File: src/capture_pkg.sv
// Purpose: shared constants, types and decode helpers for capture channel zero
// Assumes: 250 MHz system clock, AXI4-Lite register access, 12-bit byte address
// Notes:   register indices are the printed offsets less the unit base

package capture_pkg;

  // ----------------------------------------------------------------
  // timing
  // ----------------------------------------------------------------
  localparam int unsigned CLK_PERIOD_PS      = 4000;
  localparam int unsigned FILTER_MIN_PERIODS = 4;  // noise threshold in system clocks
  localparam int unsigned FILTER_MIN_PS      = FILTER_MIN_PERIODS * CLK_PERIOD_PS;
  localparam int unsigned FILTER_CYCLES      = (FILTER_MIN_PS + CLK_PERIOD_PS - 1)
                                               / CLK_PERIOD_PS;
  localparam logic [1:0]  FILTER_LAST        = 2'(FILTER_CYCLES - 1);

  // ----------------------------------------------------------------
  // register map
  // ----------------------------------------------------------------
  localparam logic [31:0] REG_BASE         = 32'hFFFF_F400;
  localparam logic [31:0] OFFS_UNIT_ENABLE = 32'hFFFF_F403;
  localparam logic [31:0] OFFS_STATUS      = 32'hFFFF_F40A;
  localparam logic [31:0] OFFS_MASK        = 32'hFFFF_F40B;
  localparam logic [31:0] OFFS_CONTROL     = 32'hFFFF_F413;
  localparam logic [31:0] OFFS_VALUE_HH    = 32'hFFFF_F414;
  localparam int unsigned ADDR_W           = 12;

  localparam logic [ADDR_W-3:0] IDX_UNIT_ENABLE = (ADDR_W-2)'(OFFS_UNIT_ENABLE - REG_BASE);
  localparam logic [ADDR_W-3:0] IDX_STATUS      = (ADDR_W-2)'(OFFS_STATUS - REG_BASE);
  localparam logic [ADDR_W-3:0] IDX_MASK        = (ADDR_W-2)'(OFFS_MASK - REG_BASE);
  localparam logic [ADDR_W-3:0] IDX_CONTROL     = (ADDR_W-2)'(OFFS_CONTROL - REG_BASE);
  localparam logic [ADDR_W-3:0] IDX_VALUE_HH    = (ADDR_W-2)'(OFFS_VALUE_HH - REG_BASE);

  // ----------------------------------------------------------------
  // fields and reset values
  // ----------------------------------------------------------------
  localparam int unsigned UNIT_ENABLE_BIT = 7;
  localparam int unsigned CHANNELS        = 4;
  localparam logic [7:0]  CONTROL_RESET   = 8'h00;
  localparam logic [3:0]  MASK_RESET      = 4'h0;
  localparam logic [3:0]  STATUS_RESET    = 4'h0;
  localparam logic [1:0]  RESP_OKAY       = 2'h0;
  localparam logic [1:0]  RESP_SLVERR     = 2'h2;

  typedef enum logic [1:0] {
    EDGE_OFF  = 2'h0,
    EDGE_RISE = 2'h1,
    EDGE_FALL = 2'h2,
    EDGE_BOTH = 2'h3
  } edge_sel_t;

  typedef struct packed {
    logic       triggerFilterEnable;
    logic [4:0] unused;
    edge_sel_t  captureEdgeSelect;
  } control_t;

  typedef enum logic [3:0] {
    SEL_NONE   = 4'h0,
    SEL_ENABLE = 4'h1,
    SEL_STATUS = 4'h3,
    SEL_MASK   = 4'h2,
    SEL_CTRL   = 4'h6,
    SEL_VAL_HH = 4'h7,
    SEL_VAL_HL = 4'h5,
    SEL_VAL_LH = 4'h4,
    SEL_VAL_LL = 4'hC
  } reg_sel_t;

  // byte address to register select
  function automatic reg_sel_t decodeAddr(input logic [ADDR_W-1:0] addr);
    logic [ADDR_W-3:0] idx;
    idx = addr[ADDR_W-1:2];
    if (idx == IDX_UNIT_ENABLE) return SEL_ENABLE;
    if (idx == IDX_STATUS)      return SEL_STATUS;
    if (idx == IDX_MASK)        return SEL_MASK;
    if (idx == IDX_CONTROL)     return SEL_CTRL;
    if (idx == IDX_VALUE_HH)    return SEL_VAL_HH;
    if (idx == IDX_VALUE_HH + (ADDR_W-2)'(1)) return SEL_VAL_HL;
    if (idx == IDX_VALUE_HH + (ADDR_W-2)'(2)) return SEL_VAL_LH;
    if (idx == IDX_VALUE_HH + (ADDR_W-2)'(3)) return SEL_VAL_LL;
    return SEL_NONE;
  endfunction

  // true for any byte of the capture value
  function automatic logic isValueSel(input reg_sel_t sel);
    return (sel == SEL_VAL_HH) || (sel == SEL_VAL_HL) ||
           (sel == SEL_VAL_LH) || (sel == SEL_VAL_LL);
  endfunction

endpackage

File: src/edge_detect.sv
// Purpose: turn the conditioned trigger level into a one-cycle edge pulse
// Assumes: level is synchronous to sys_clk
// Notes:   first sample after reset only primes the history

`timescale 1ns/1ps

module edge_detect (
  // clock and reset
  input  wire logic                  sys_clk,
  input  wire logic                  reset,
  // level and selection
  input  wire logic                  triggerLevel,
  input  wire capture_pkg::edge_sel_t captureEdgeSelect,
  // qualified edge
  output logic                       edgePulse
);

  logic prev_reg;
  logic primed_reg;
  logic rise;
  logic fall;

  // ----------------------------------------------------------------
  // level history
  // ----------------------------------------------------------------
  always_ff @(posedge sys_clk) begin
    if (reset) begin
      prev_reg   <= 1'b0;
      primed_reg <= 1'b0;
    end else begin
      prev_reg   <= triggerLevel;
      primed_reg <= 1'b1;
    end
  end

  // edge selection
  always_comb begin
    rise = primed_reg && triggerLevel && !prev_reg;
    fall = primed_reg && !triggerLevel && prev_reg;
    case (captureEdgeSelect)
      capture_pkg::EDGE_RISE: edgePulse = rise;
      capture_pkg::EDGE_FALL: edgePulse = fall;
      capture_pkg::EDGE_BOTH: edgePulse = rise || fall;
      default:                edgePulse = 1'b0;
    endcase
  end

endmodule

File: src/input_capture_channel_zero.sv
// Purpose: input capture channel zero with group status and mask, AXI4-Lite
// Assumes: counterValue and captureEvent come from sys_clk logic
// Notes:   capture value has no reset; status clears on read and on write-one
//
// The AXI4-Lite register port was chosen for this implementation.

`timescale 1ns/1ps

module input_capture_channel_zero (
  // clock and reset
  input  wire logic        sys_clk,
  input  wire logic        reset,
  // capture trigger and timer
  input  wire logic        captureTriggerPin,
  input  wire logic [31:0] counterValue,
  input  wire logic [3:1]  captureEvent,
  // interrupts
  output logic [3:0]       channelIrqRequest,
  output logic             irq,
  // AXI4-Lite write address
  input  wire logic [11:0] s_axi_awaddr,
  input  wire logic        s_axi_awvalid,
  output logic             s_axi_awready,
  // AXI4-Lite write data
  input  wire logic [31:0] s_axi_wdata,
  input  wire logic [3:0]  s_axi_wstrb,
  input  wire logic        s_axi_wvalid,
  output logic             s_axi_wready,
  // AXI4-Lite write response
  output logic [1:0]       s_axi_bresp,
  output logic             s_axi_bvalid,
  input  wire logic        s_axi_bready,
  // AXI4-Lite read address
  input  wire logic [11:0] s_axi_araddr,
  input  wire logic        s_axi_arvalid,
  output logic             s_axi_arready,
  // AXI4-Lite read data
  output logic [31:0]      s_axi_rdata,
  output logic [1:0]       s_axi_rresp,
  output logic             s_axi_rvalid,
  input  wire logic        s_axi_rready
);

  // ----------------------------------------------------------------
  // declarations
  // ----------------------------------------------------------------
  logic                  awHeld_reg,  awHeld_next;
  logic                  wHeld_reg,   wHeld_next;
  logic [11:0]           awAddr_reg,  awAddr_next;
  logic [31:0]           wData_reg,   wData_next;
  logic                  wLane_reg,   wLane_next;
  logic                  awready_reg, awready_next;
  logic                  wready_reg,  wready_next;
  logic                  bvalid_reg,  bvalid_next;
  logic [1:0]            bresp_reg,   bresp_next;
  logic                  doWrite;
  capture_pkg::reg_sel_t wrSel;
  logic                  wrAllowed;

  logic                  rdHeld_reg,  rdHeld_next;
  logic [11:0]           arAddr_reg,  arAddr_next;
  logic                  arready_reg, arready_next;
  logic                  rvalid_reg,  rvalid_next;
  logic [31:0]           rdata_reg,   rdata_next;
  logic [1:0]            rresp_reg,   rresp_next;
  logic                  rdValue_reg, rdValue_next;
  logic                  doRead;
  capture_pkg::reg_sel_t rdSel;
  logic                  rdAllowed;

  logic                  enable_reg,  enable_next;
  capture_pkg::control_t control_reg, control_next;
  logic [3:0]            mask_reg,    mask_next;
  logic [3:0]            status_reg,  status_next;
  logic [3:0]            chIrq_reg,   chIrq_next;
  logic                  irq_reg,     irq_next;
  logic [31:0]           value_reg,   value_next;
  logic                  wrWord;
  logic [7:0]            wrByte;
  logic [3:0]            statusSet;
  logic [3:0]            statusClr;
  logic                  valueReadBusy;
  logic                  takeCapture;
  logic                  triggerLevel;
  logic                  edgePulse;

  // ----------------------------------------------------------------
  // trigger path
  // ----------------------------------------------------------------
  trigger_filter u_filter (
    .sys_clk             (sys_clk),
    .reset               (reset),
    .captureTriggerPin   (captureTriggerPin),
    .triggerFilterEnable (control_reg.triggerFilterEnable),
    .triggerLevel        (triggerLevel)
  );

  edge_detect u_edge (
    .sys_clk           (sys_clk),
    .reset             (reset),
    .triggerLevel      (triggerLevel),
    .captureEdgeSelect (control_reg.captureEdgeSelect),
    .edgePulse         (edgePulse)
  );

  // ----------------------------------------------------------------
  // write channels
  // ----------------------------------------------------------------
  // address and data are taken in either order, answered once both are held
  always_comb begin
    awHeld_next  = awHeld_reg;
    wHeld_next   = wHeld_reg;
    awAddr_next  = awAddr_reg;
    wData_next   = wData_reg;
    wLane_next   = wLane_reg;
    bvalid_next  = bvalid_reg;
    bresp_next   = bresp_reg;
    wrSel        = capture_pkg::decodeAddr(awAddr_reg);
    wrAllowed    = (wrSel == capture_pkg::SEL_ENABLE) ||
                   (enable_reg && (wrSel != capture_pkg::SEL_NONE));
    doWrite      = awHeld_reg && wHeld_reg && !bvalid_reg;
    if (s_axi_awvalid && awready_reg) begin
      awHeld_next = 1'b1;
      awAddr_next = s_axi_awaddr;
    end
    if (s_axi_wvalid && wready_reg) begin
      wHeld_next = 1'b1;
      wData_next = s_axi_wdata;
      wLane_next = s_axi_wstrb[0];
    end
    if (bvalid_reg && s_axi_bready) begin
      bvalid_next = 1'b0;
    end
    if (doWrite) begin
      awHeld_next = 1'b0;
      wHeld_next  = 1'b0;
      bvalid_next = 1'b1;
      bresp_next  = (wrSel == capture_pkg::SEL_NONE) ? capture_pkg::RESP_SLVERR
                                                       : capture_pkg::RESP_OKAY;
    end
    awready_next = !awHeld_next && !bvalid_next;
    wready_next  = !wHeld_next && !bvalid_next;
  end

  always_ff @(posedge sys_clk) begin
    if (reset) begin
      awHeld_reg  <= 1'b0;
      wHeld_reg   <= 1'b0;
      awAddr_reg  <= 12'h000;
      wData_reg   <= 32'h0000_0000;
      wLane_reg   <= 1'b0;
      awready_reg <= 1'b0;
      wready_reg  <= 1'b0;
      bvalid_reg  <= 1'b0;
      bresp_reg   <= 2'h0;
    end else begin
      awHeld_reg  <= awHeld_next;
      wHeld_reg   <= wHeld_next;
      awAddr_reg  <= awAddr_next;
      wData_reg   <= wData_next;
      wLane_reg   <= wLane_next;
      awready_reg <= awready_next;
      wready_reg  <= wready_next;
      bvalid_reg  <= bvalid_next;
      bresp_reg   <= bresp_next;
    end
  end

  // ----------------------------------------------------------------
  // read channels
  // ----------------------------------------------------------------
  // data formed one cycle after the address is taken, held until rready
  always_comb begin
    rdHeld_next  = rdHeld_reg;
    arAddr_next  = arAddr_reg;
    rvalid_next  = rvalid_reg;
    rdata_next   = rdata_reg;
    rresp_next   = rresp_reg;
    rdValue_next = rdValue_reg;
    rdSel        = capture_pkg::decodeAddr(arAddr_reg);
    rdAllowed    = (rdSel == capture_pkg::SEL_ENABLE) || enable_reg;
    doRead       = rdHeld_reg && !rvalid_reg;
    if (s_axi_arvalid && arready_reg) begin
      rdHeld_next  = 1'b1;
      arAddr_next  = s_axi_araddr;
      rdValue_next = capture_pkg::isValueSel(capture_pkg::decodeAddr(s_axi_araddr));
    end
    if (rvalid_reg && s_axi_rready) begin
      rvalid_next  = 1'b0;
      rdValue_next = 1'b0;
    end
    if (doRead) begin
      rdHeld_next = 1'b0;
      rvalid_next = 1'b1;
      rresp_next  = capture_pkg::RESP_OKAY;
      rdata_next  = 32'h0000_0000;
      if (rdAllowed) begin
        case (rdSel)
          capture_pkg::SEL_ENABLE: rdata_next[capture_pkg::UNIT_ENABLE_BIT] = enable_reg;
          capture_pkg::SEL_STATUS: rdata_next[3:0] = status_reg;
          capture_pkg::SEL_MASK:   rdata_next[3:0] = mask_reg;
          capture_pkg::SEL_CTRL: begin
            rdata_next[7]   = control_reg.triggerFilterEnable;
            rdata_next[1:0] = control_reg.captureEdgeSelect;
          end
          capture_pkg::SEL_VAL_HH: rdata_next[7:0] = value_reg[31:24];
          capture_pkg::SEL_VAL_HL: rdata_next[7:0] = value_reg[23:16];
          capture_pkg::SEL_VAL_LH: rdata_next[7:0] = value_reg[15:8];
          capture_pkg::SEL_VAL_LL: rdata_next[7:0] = value_reg[7:0];
          default:                 rresp_next = capture_pkg::RESP_SLVERR;
        endcase
      end else if (rdSel == capture_pkg::SEL_NONE) begin
        rresp_next = capture_pkg::RESP_SLVERR;
      end
    end
    arready_next = !rdHeld_next && !rvalid_next;
  end

  always_ff @(posedge sys_clk) begin
    if (reset) begin
      rdHeld_reg  <= 1'b0;
      arAddr_reg  <= 12'h000;
      arready_reg <= 1'b0;
      rvalid_reg  <= 1'b0;
      rdata_reg   <= 32'h0000_0000;
      rresp_reg   <= 2'h0;
      rdValue_reg <= 1'b0;
    end else begin
      rdHeld_reg  <= rdHeld_next;
      arAddr_reg  <= arAddr_next;
      arready_reg <= arready_next;
      rvalid_reg  <= rvalid_next;
      rdata_reg   <= rdata_next;
      rresp_reg   <= rresp_next;
      rdValue_reg <= rdValue_next;
    end
  end

  // ----------------------------------------------------------------
  // registers, status and interrupts
  // ----------------------------------------------------------------
  // a value read is busy from address handshake until the data is taken
  always_comb begin
    valueReadBusy = rdValue_reg || (s_axi_arvalid && arready_reg &&
                    capture_pkg::isValueSel(capture_pkg::decodeAddr(s_axi_araddr)));
    takeCapture   = enable_reg && edgePulse && !valueReadBusy;
    wrWord        = doWrite && wrAllowed && wLane_reg;
    wrByte        = wData_reg[7:0];
    enable_next   = enable_reg;
    control_next  = control_reg;
    mask_next     = mask_reg;
    value_next    = value_reg;
    statusSet     = {captureEvent & {3{enable_reg}}, takeCapture};
    statusClr     = 4'h0;
    if (wrWord) begin
      case (wrSel)
        capture_pkg::SEL_ENABLE: enable_next = wrByte[capture_pkg::UNIT_ENABLE_BIT];
        capture_pkg::SEL_MASK:   mask_next   = wrByte[3:0];
        capture_pkg::SEL_STATUS: statusClr   = wrByte[3:0];
        capture_pkg::SEL_CTRL: begin
          control_next.triggerFilterEnable = wrByte[7];
          control_next.unused              = 5'h00;
          control_next.captureEdgeSelect   = capture_pkg::edge_sel_t'(wrByte[1:0]);
        end
        default: ;
      endcase
    end
    if (doRead && rdAllowed && (rdSel == capture_pkg::SEL_STATUS)) begin
      statusClr = 4'hF;
    end
    if (takeCapture) begin
      value_next = counterValue;
    end
    // a new event wins over a clear in the same cycle
    status_next = (status_reg & ~statusClr) | statusSet;
    chIrq_next  = status_next & ~mask_next;
    irq_next    = |chIrq_next;
  end

  always_ff @(posedge sys_clk) begin
    if (reset) begin
      enable_reg  <= 1'b0;
      control_reg <= capture_pkg::control_t'(capture_pkg::CONTROL_RESET);
      mask_reg    <= capture_pkg::MASK_RESET;
      status_reg  <= capture_pkg::STATUS_RESET;
      chIrq_reg   <= 4'h0;
      irq_reg     <= 1'b0;
    end else begin
      enable_reg  <= enable_next;
      control_reg <= control_next;
      mask_reg    <= mask_next;
      status_reg  <= status_next;
      chIrq_reg   <= chIrq_next;
      irq_reg     <= irq_next;
    end
  end

  // capture value holds no reset, contents undefined until first capture
  always_ff @(posedge sys_clk) begin
    value_reg <= value_next;
  end

  // ----------------------------------------------------------------
  // outputs
  // ----------------------------------------------------------------
  assign s_axi_awready     = awready_reg;
  assign s_axi_wready      = wready_reg;
  assign s_axi_bvalid      = bvalid_reg;
  assign s_axi_bresp       = bresp_reg;
  assign s_axi_arready     = arready_reg;
  assign s_axi_rvalid      = rvalid_reg;
  assign s_axi_rdata       = rdata_reg;
  assign s_axi_rresp       = rresp_reg;
  assign channelIrqRequest = chIrq_reg;
  assign irq               = irq_reg;

endmodule

File: src/trigger_filter.sv
// Purpose: synchronise the trigger pin and optionally suppress short pulses
// Assumes: pin is asynchronous to sys_clk
// Notes:   a new level is accepted only after it has been sampled steadily

`timescale 1ns/1ps

module trigger_filter (
  // clock and reset
  input  wire logic sys_clk,
  input  wire logic reset,
  // pin and mode
  input  wire logic captureTriggerPin,
  input  wire logic triggerFilterEnable,
  // conditioned level
  output logic      triggerLevel
);

  logic       syncA_reg;
  logic       syncB_reg;
  logic       filtered_reg;
  logic       filtered_next;
  logic [1:0] count_reg;
  logic [1:0] count_next;

  // ----------------------------------------------------------------
  // two-stage synchroniser
  // ----------------------------------------------------------------
  always_ff @(posedge sys_clk) begin
    syncA_reg <= captureTriggerPin;
    syncB_reg <= syncA_reg;
  end

  // ----------------------------------------------------------------
  // stability counter
  // ----------------------------------------------------------------
  always_comb begin
    filtered_next = filtered_reg;
    count_next    = 2'h0;
    if (syncB_reg != filtered_reg) begin
      if (count_reg == capture_pkg::FILTER_LAST) begin
        filtered_next = syncB_reg;
      end else begin
        count_next = count_reg + 2'h1;
      end
    end
  end

  always_ff @(posedge sys_clk) begin
    if (reset) begin
      filtered_reg <= 1'b0;
      count_reg    <= 2'h0;
    end else begin
      filtered_reg <= filtered_next;
      count_reg    <= count_next;
    end
  end

  // bypass when filtering is off
  assign triggerLevel = triggerFilterEnable ? filtered_reg : syncB_reg;

endmodule

File: config.mk
export PLATFORM = sky130hd
export DESIGN_NAME = input_capture_channel_zero
export DESIGN_NICKNAME = d
export VERILOG_FILES = /design/src/capture_pkg.sv /design/src/edge_detect.sv /design/src/input_capture_channel_zero.sv /design/src/trigger_filter.sv
export SDC_FILE = /design/constraint.sdc
export NUM_CORES = 1
export LEC_CHECK = 0
export BUFFER_PORTS_ARGS = -buffer_cell sky130_fd_sc_hd__buf_2
export CAP_MARGIN = 20
export CELL_PAD_IN_SITES_DETAIL_PLACEMENT = 1
export CELL_PAD_IN_SITES_GLOBAL_PLACEMENT = 1
export CORE_ASPECT_RATIO = 1.4
export CORE_MARGIN = 8
export CORE_UTILIZATION = 37
export DETAILED_ROUTE_END_ITERATION = 10
export PLACE_DENSITY_LB_ADDON = 0.1
export SKIP_LAST_GASP = 1
export SYNTH_ARGS = -nofsm -noshare
export SYNTH_HDL_FRONTEND = slang
export SYNTH_HIERARCHICAL = 1
export SYNTH_SLANG_ARGS = --single-unit
File: constraint.sdc
create_clock -name sys_clk -period 2.8 [get_ports sys_clk]
set_input_delay 0.14 -clock sys_clk [delete_from_list [all_inputs] [get_ports sys_clk]]
set_output_delay 0.14 -clock sys_clk [all_outputs]
set_load 0.02 [all_outputs]
==> metrics <==
status=complete, no violations; Min-Delay Startpoint=s_axi_awaddr[7]; CTS sink cnt=approximately 100; Final Setup Violations=0; area of the mapped netlist=about 4200 µm²; Routed Antenna Nets=0; Final Hold Fails=0; first-pass GRT wire length=between 15 and 20 mm; Final GP Congestion=just under 0.8; FFs w/ async S/R, synth=0%; largest net degree at the start of global routing=between 40 and 50; Root Buffer=clkbuf_16; Worst Setup Path Type=register to register; latest clock arrival within the worst-skew pair=between 0.3 and 0.4 ns; Worst Tran Pin Value=between 0.5 and 0.6 ns; RR Startpoint=enable_reg; synth unique cells=53; adder-cell share of the synthesized area=0.299%; Starting Density=a little under two fifths; # DRC=0; CTS Buf Count=9; leading cell type in the layout, fill and taps excluded=buf_2; die area=about 15000 µm²; Max Cap Viol=0; final worst path period need=2.40 ns; number of flip-flops in the largest register=32; Fin Setup TNS=0 ns; Top delay family on crit path=simple AND/OR/NAND/NOR gates; Max-slew headroom=between 60% and 70%; Slew Viols, Final=0; global route overflow=0; Core ar.=around 11000 µm²; H-tree level count=3; Seq/Total Area, Yosys=55.9%; WL final=about 11 mm; Lkg Pwr=0.00209 µW; DR WL/cell=~17 µm; initial antenna violation count=0; P&R area growth vs syn=27.4%; Non-Filler Instances=approximately 670; fin nets=620; CTS Buffer Depth=2; flops & latches, synth=101; Hold Crit Endpoint=awAddr_reg[7]; main combinational cell family by area after synthesis=simple AND/OR/NAND/NOR gates; Initial DRT Pass Iterations=4; r2r endpoint=irq; Cell Rows=46; Register-to-Register Path Depth=6; Post-Synth XOR/XNOR Area=0.209%; clock skew=between 0.008 and 0.009 ns; vias per std cell=between 4 and 5; simple logic cell fraction of the synthesized area=19.9%; synth warn=6; DR vias=approximately 3200; Min-Delay Path Class=input pin to register; total chip power=3070 µW; most frequent cells in the layout=buf_2, dfxtp_1, nand2_1; WP buf/inv=0; Synth Area in Compound Gates=8.63%; RSZ-0062 raised after global routing=no; Die Span Y=about 140 µm; vias in the first global route=~3600; IO Pins=149; Critical Path Source Type=register; CP arrival=2.62 ns; share of cells above drive strength 1=roughly 26%; Critical Path RT=slightly above 3 ns; Pwr Density=574 nW/µm²; crit share post-route=a little under nine tenths; Worst VDD drop=~0.37 mV; mux share of post-synthesis cell area=under 10%; GRT Resource Usage Total=~15%; R2R setup slack=0.40 ns; CTS tree=yes; highest clock rate=approximately 420 MHz; crit end category=register; Cells after DPL=615; DR iter-0 viols=~120; hold path depth=3; Port Buffers=between 80 and 90; n_diodes=0; worst-path maximum fanout=6; Top FF cell, synth=dfxtp_1; DIE WIDTH=roughly 110 µm; average cell area after synthesis=between 10 and 15 µm²; crit-path max cell delay=0.52 ns; Mapped Cells=about 390; crit-path cells=or4b_4, nor4_4, nand2_1, a22o_1, and2_4, or4_4; hpwl dp=just over 8 mm; CP max-delay cell=or4b_4; number of flops mapped to enable cells by yosys=32; Core Util, Final=between 40% and 50%; clock transition at the registers of the reported paths=approximately 0.07 ns
-- power by group --
| part | internal [µW] | total (µW) | switching [µW] |
|---|---|---|---|
| Sequential | 1540 | 1570 | 32.1 |
| Clock | 625 | 1220 | 591 |
| Combinational | 123 | 278 | 154 |
| Total | 2290 | 3070 | 778 |
-- cells by family (layout without fill, tap and decap cells) --
| logic type | Yosys count | in the layout |
|---|---|---|
| adder cells (fa/ha/maj) | 1 | 1 |
| multiplexers | 23 | 23 |
| XOR/XNOR | 1 | 1 |
| buffers and inverters | 50 | 155 |
| AND/OR/NAND/NOR | 155 | 155 |
| AO/OA/AOI/OAI | 59 | 59 |
| flip-flops | 101 | 101 |
| other | 1 | 26 |
-- metrics by stage --
stage          instance area [µm²]  setup WS [ns]  hold slack, ns
2_1_floorplan                 4280          0.576           0.168
3_3_place_gp                  4710          0.441           0.245
3_5_place_dp                  4710          0.396           0.244
4_1_cts                       5330          0.356         0.00358
5_1_grt                       5340          0.313          0.0311
6_report                      5340          0.404          0.0306
-- repair_timing --
| action | CTS | global route |
|---|---|---|
| hold endpoints to repair | 33 | 1 |
| resized for setup | 0 | 0 |
| setup buffers | 0 | 0 |
| hold buffers | 33 | 1 |
-- cells in the mapped netlist, drive strengths merged (2+ instances only) --
| cell | count | area [µm²] |
|---|---|---|
| buf | 34 | 235 |
| nand2b | 7 | 43.8 |
| nor2 | 24 | 92.6 |
| nor4 | 5 | 46.3 |
| nand2 | 65 | 244 |
| nand3 | 9 | 45.0 |
| a22o | 8 | 70.1 |
| a22oi | 3 | 22.5 |
| nand4 | 3 | 18.8 |
| dfxtp | 69 | 1380 |
| nor3b | 2 | 15.0 |
| edfxtp | 32 | 961 |
| nand4b | 4 | 35.0 |
| nor2b | 8 | 50.1 |
| or3 | 2 | 17.5 |
| a21oi | 35 | 175 |
| o21ai | 4 | 20.0 |
| mux2i | 14 | 140 |
| and2 | 9 | 58.8 |
| nor4b | 5 | 62.6 |
| nor3 | 6 | 35.0 |
| or4b | 2 | 23.8 |
| o211ai | 2 | 15.0 |
| clkbuf | 9 | 35.0 |
| mux4 | 8 | 180 |
| inv | 7 | 26.3 |
-- worst register-to-register path: cells and delay by family, from the launching register on --
kind,cells,cell delay [ns]
simple gates,5,1.55
compound gates,1,0.27
flops,1,0.46
-- layout make-up --
class	count	area, µm²
clock buffers	9	225
repair buffers	132	856
clock inverters	7	65.1
multi-input cells	265	1650
inverters	7	26.3
well taps	144	180
fillers	1262	5830
flip-flops and latches	101	2340
-- layer usage --
layer | GRT usage [%] | wire, µm | share of wire [%]
met5 | 0 | 0 | 0
met4 | 5.20 | 150 | 1.3
met3 | 4.58 | 548 | 4.9
met2 | 29.4 | 6390 | 57
met1 | 14.7 | 4140 | 37
-- how the worst max path moves through the flow --
| stage | from | endpoint | slack, ns | cells past startpoint |
|---|---|---|---|---|
| after global placement | enable_reg | irq | 0.44 | 6 |
| final | enable_reg | irq | 0.40 | 6 |
| after detailed placement | enable_reg | irq | 0.40 | 6 |
| after CTS | enable_reg | irq | 0.36 | 6 |
| after floorplan | s_axi_rvalid | irq | 0.58 | 7 |
| after global routing | enable_reg | irq | 0.31 | 6 |
(Power assumes the default switching activity.)
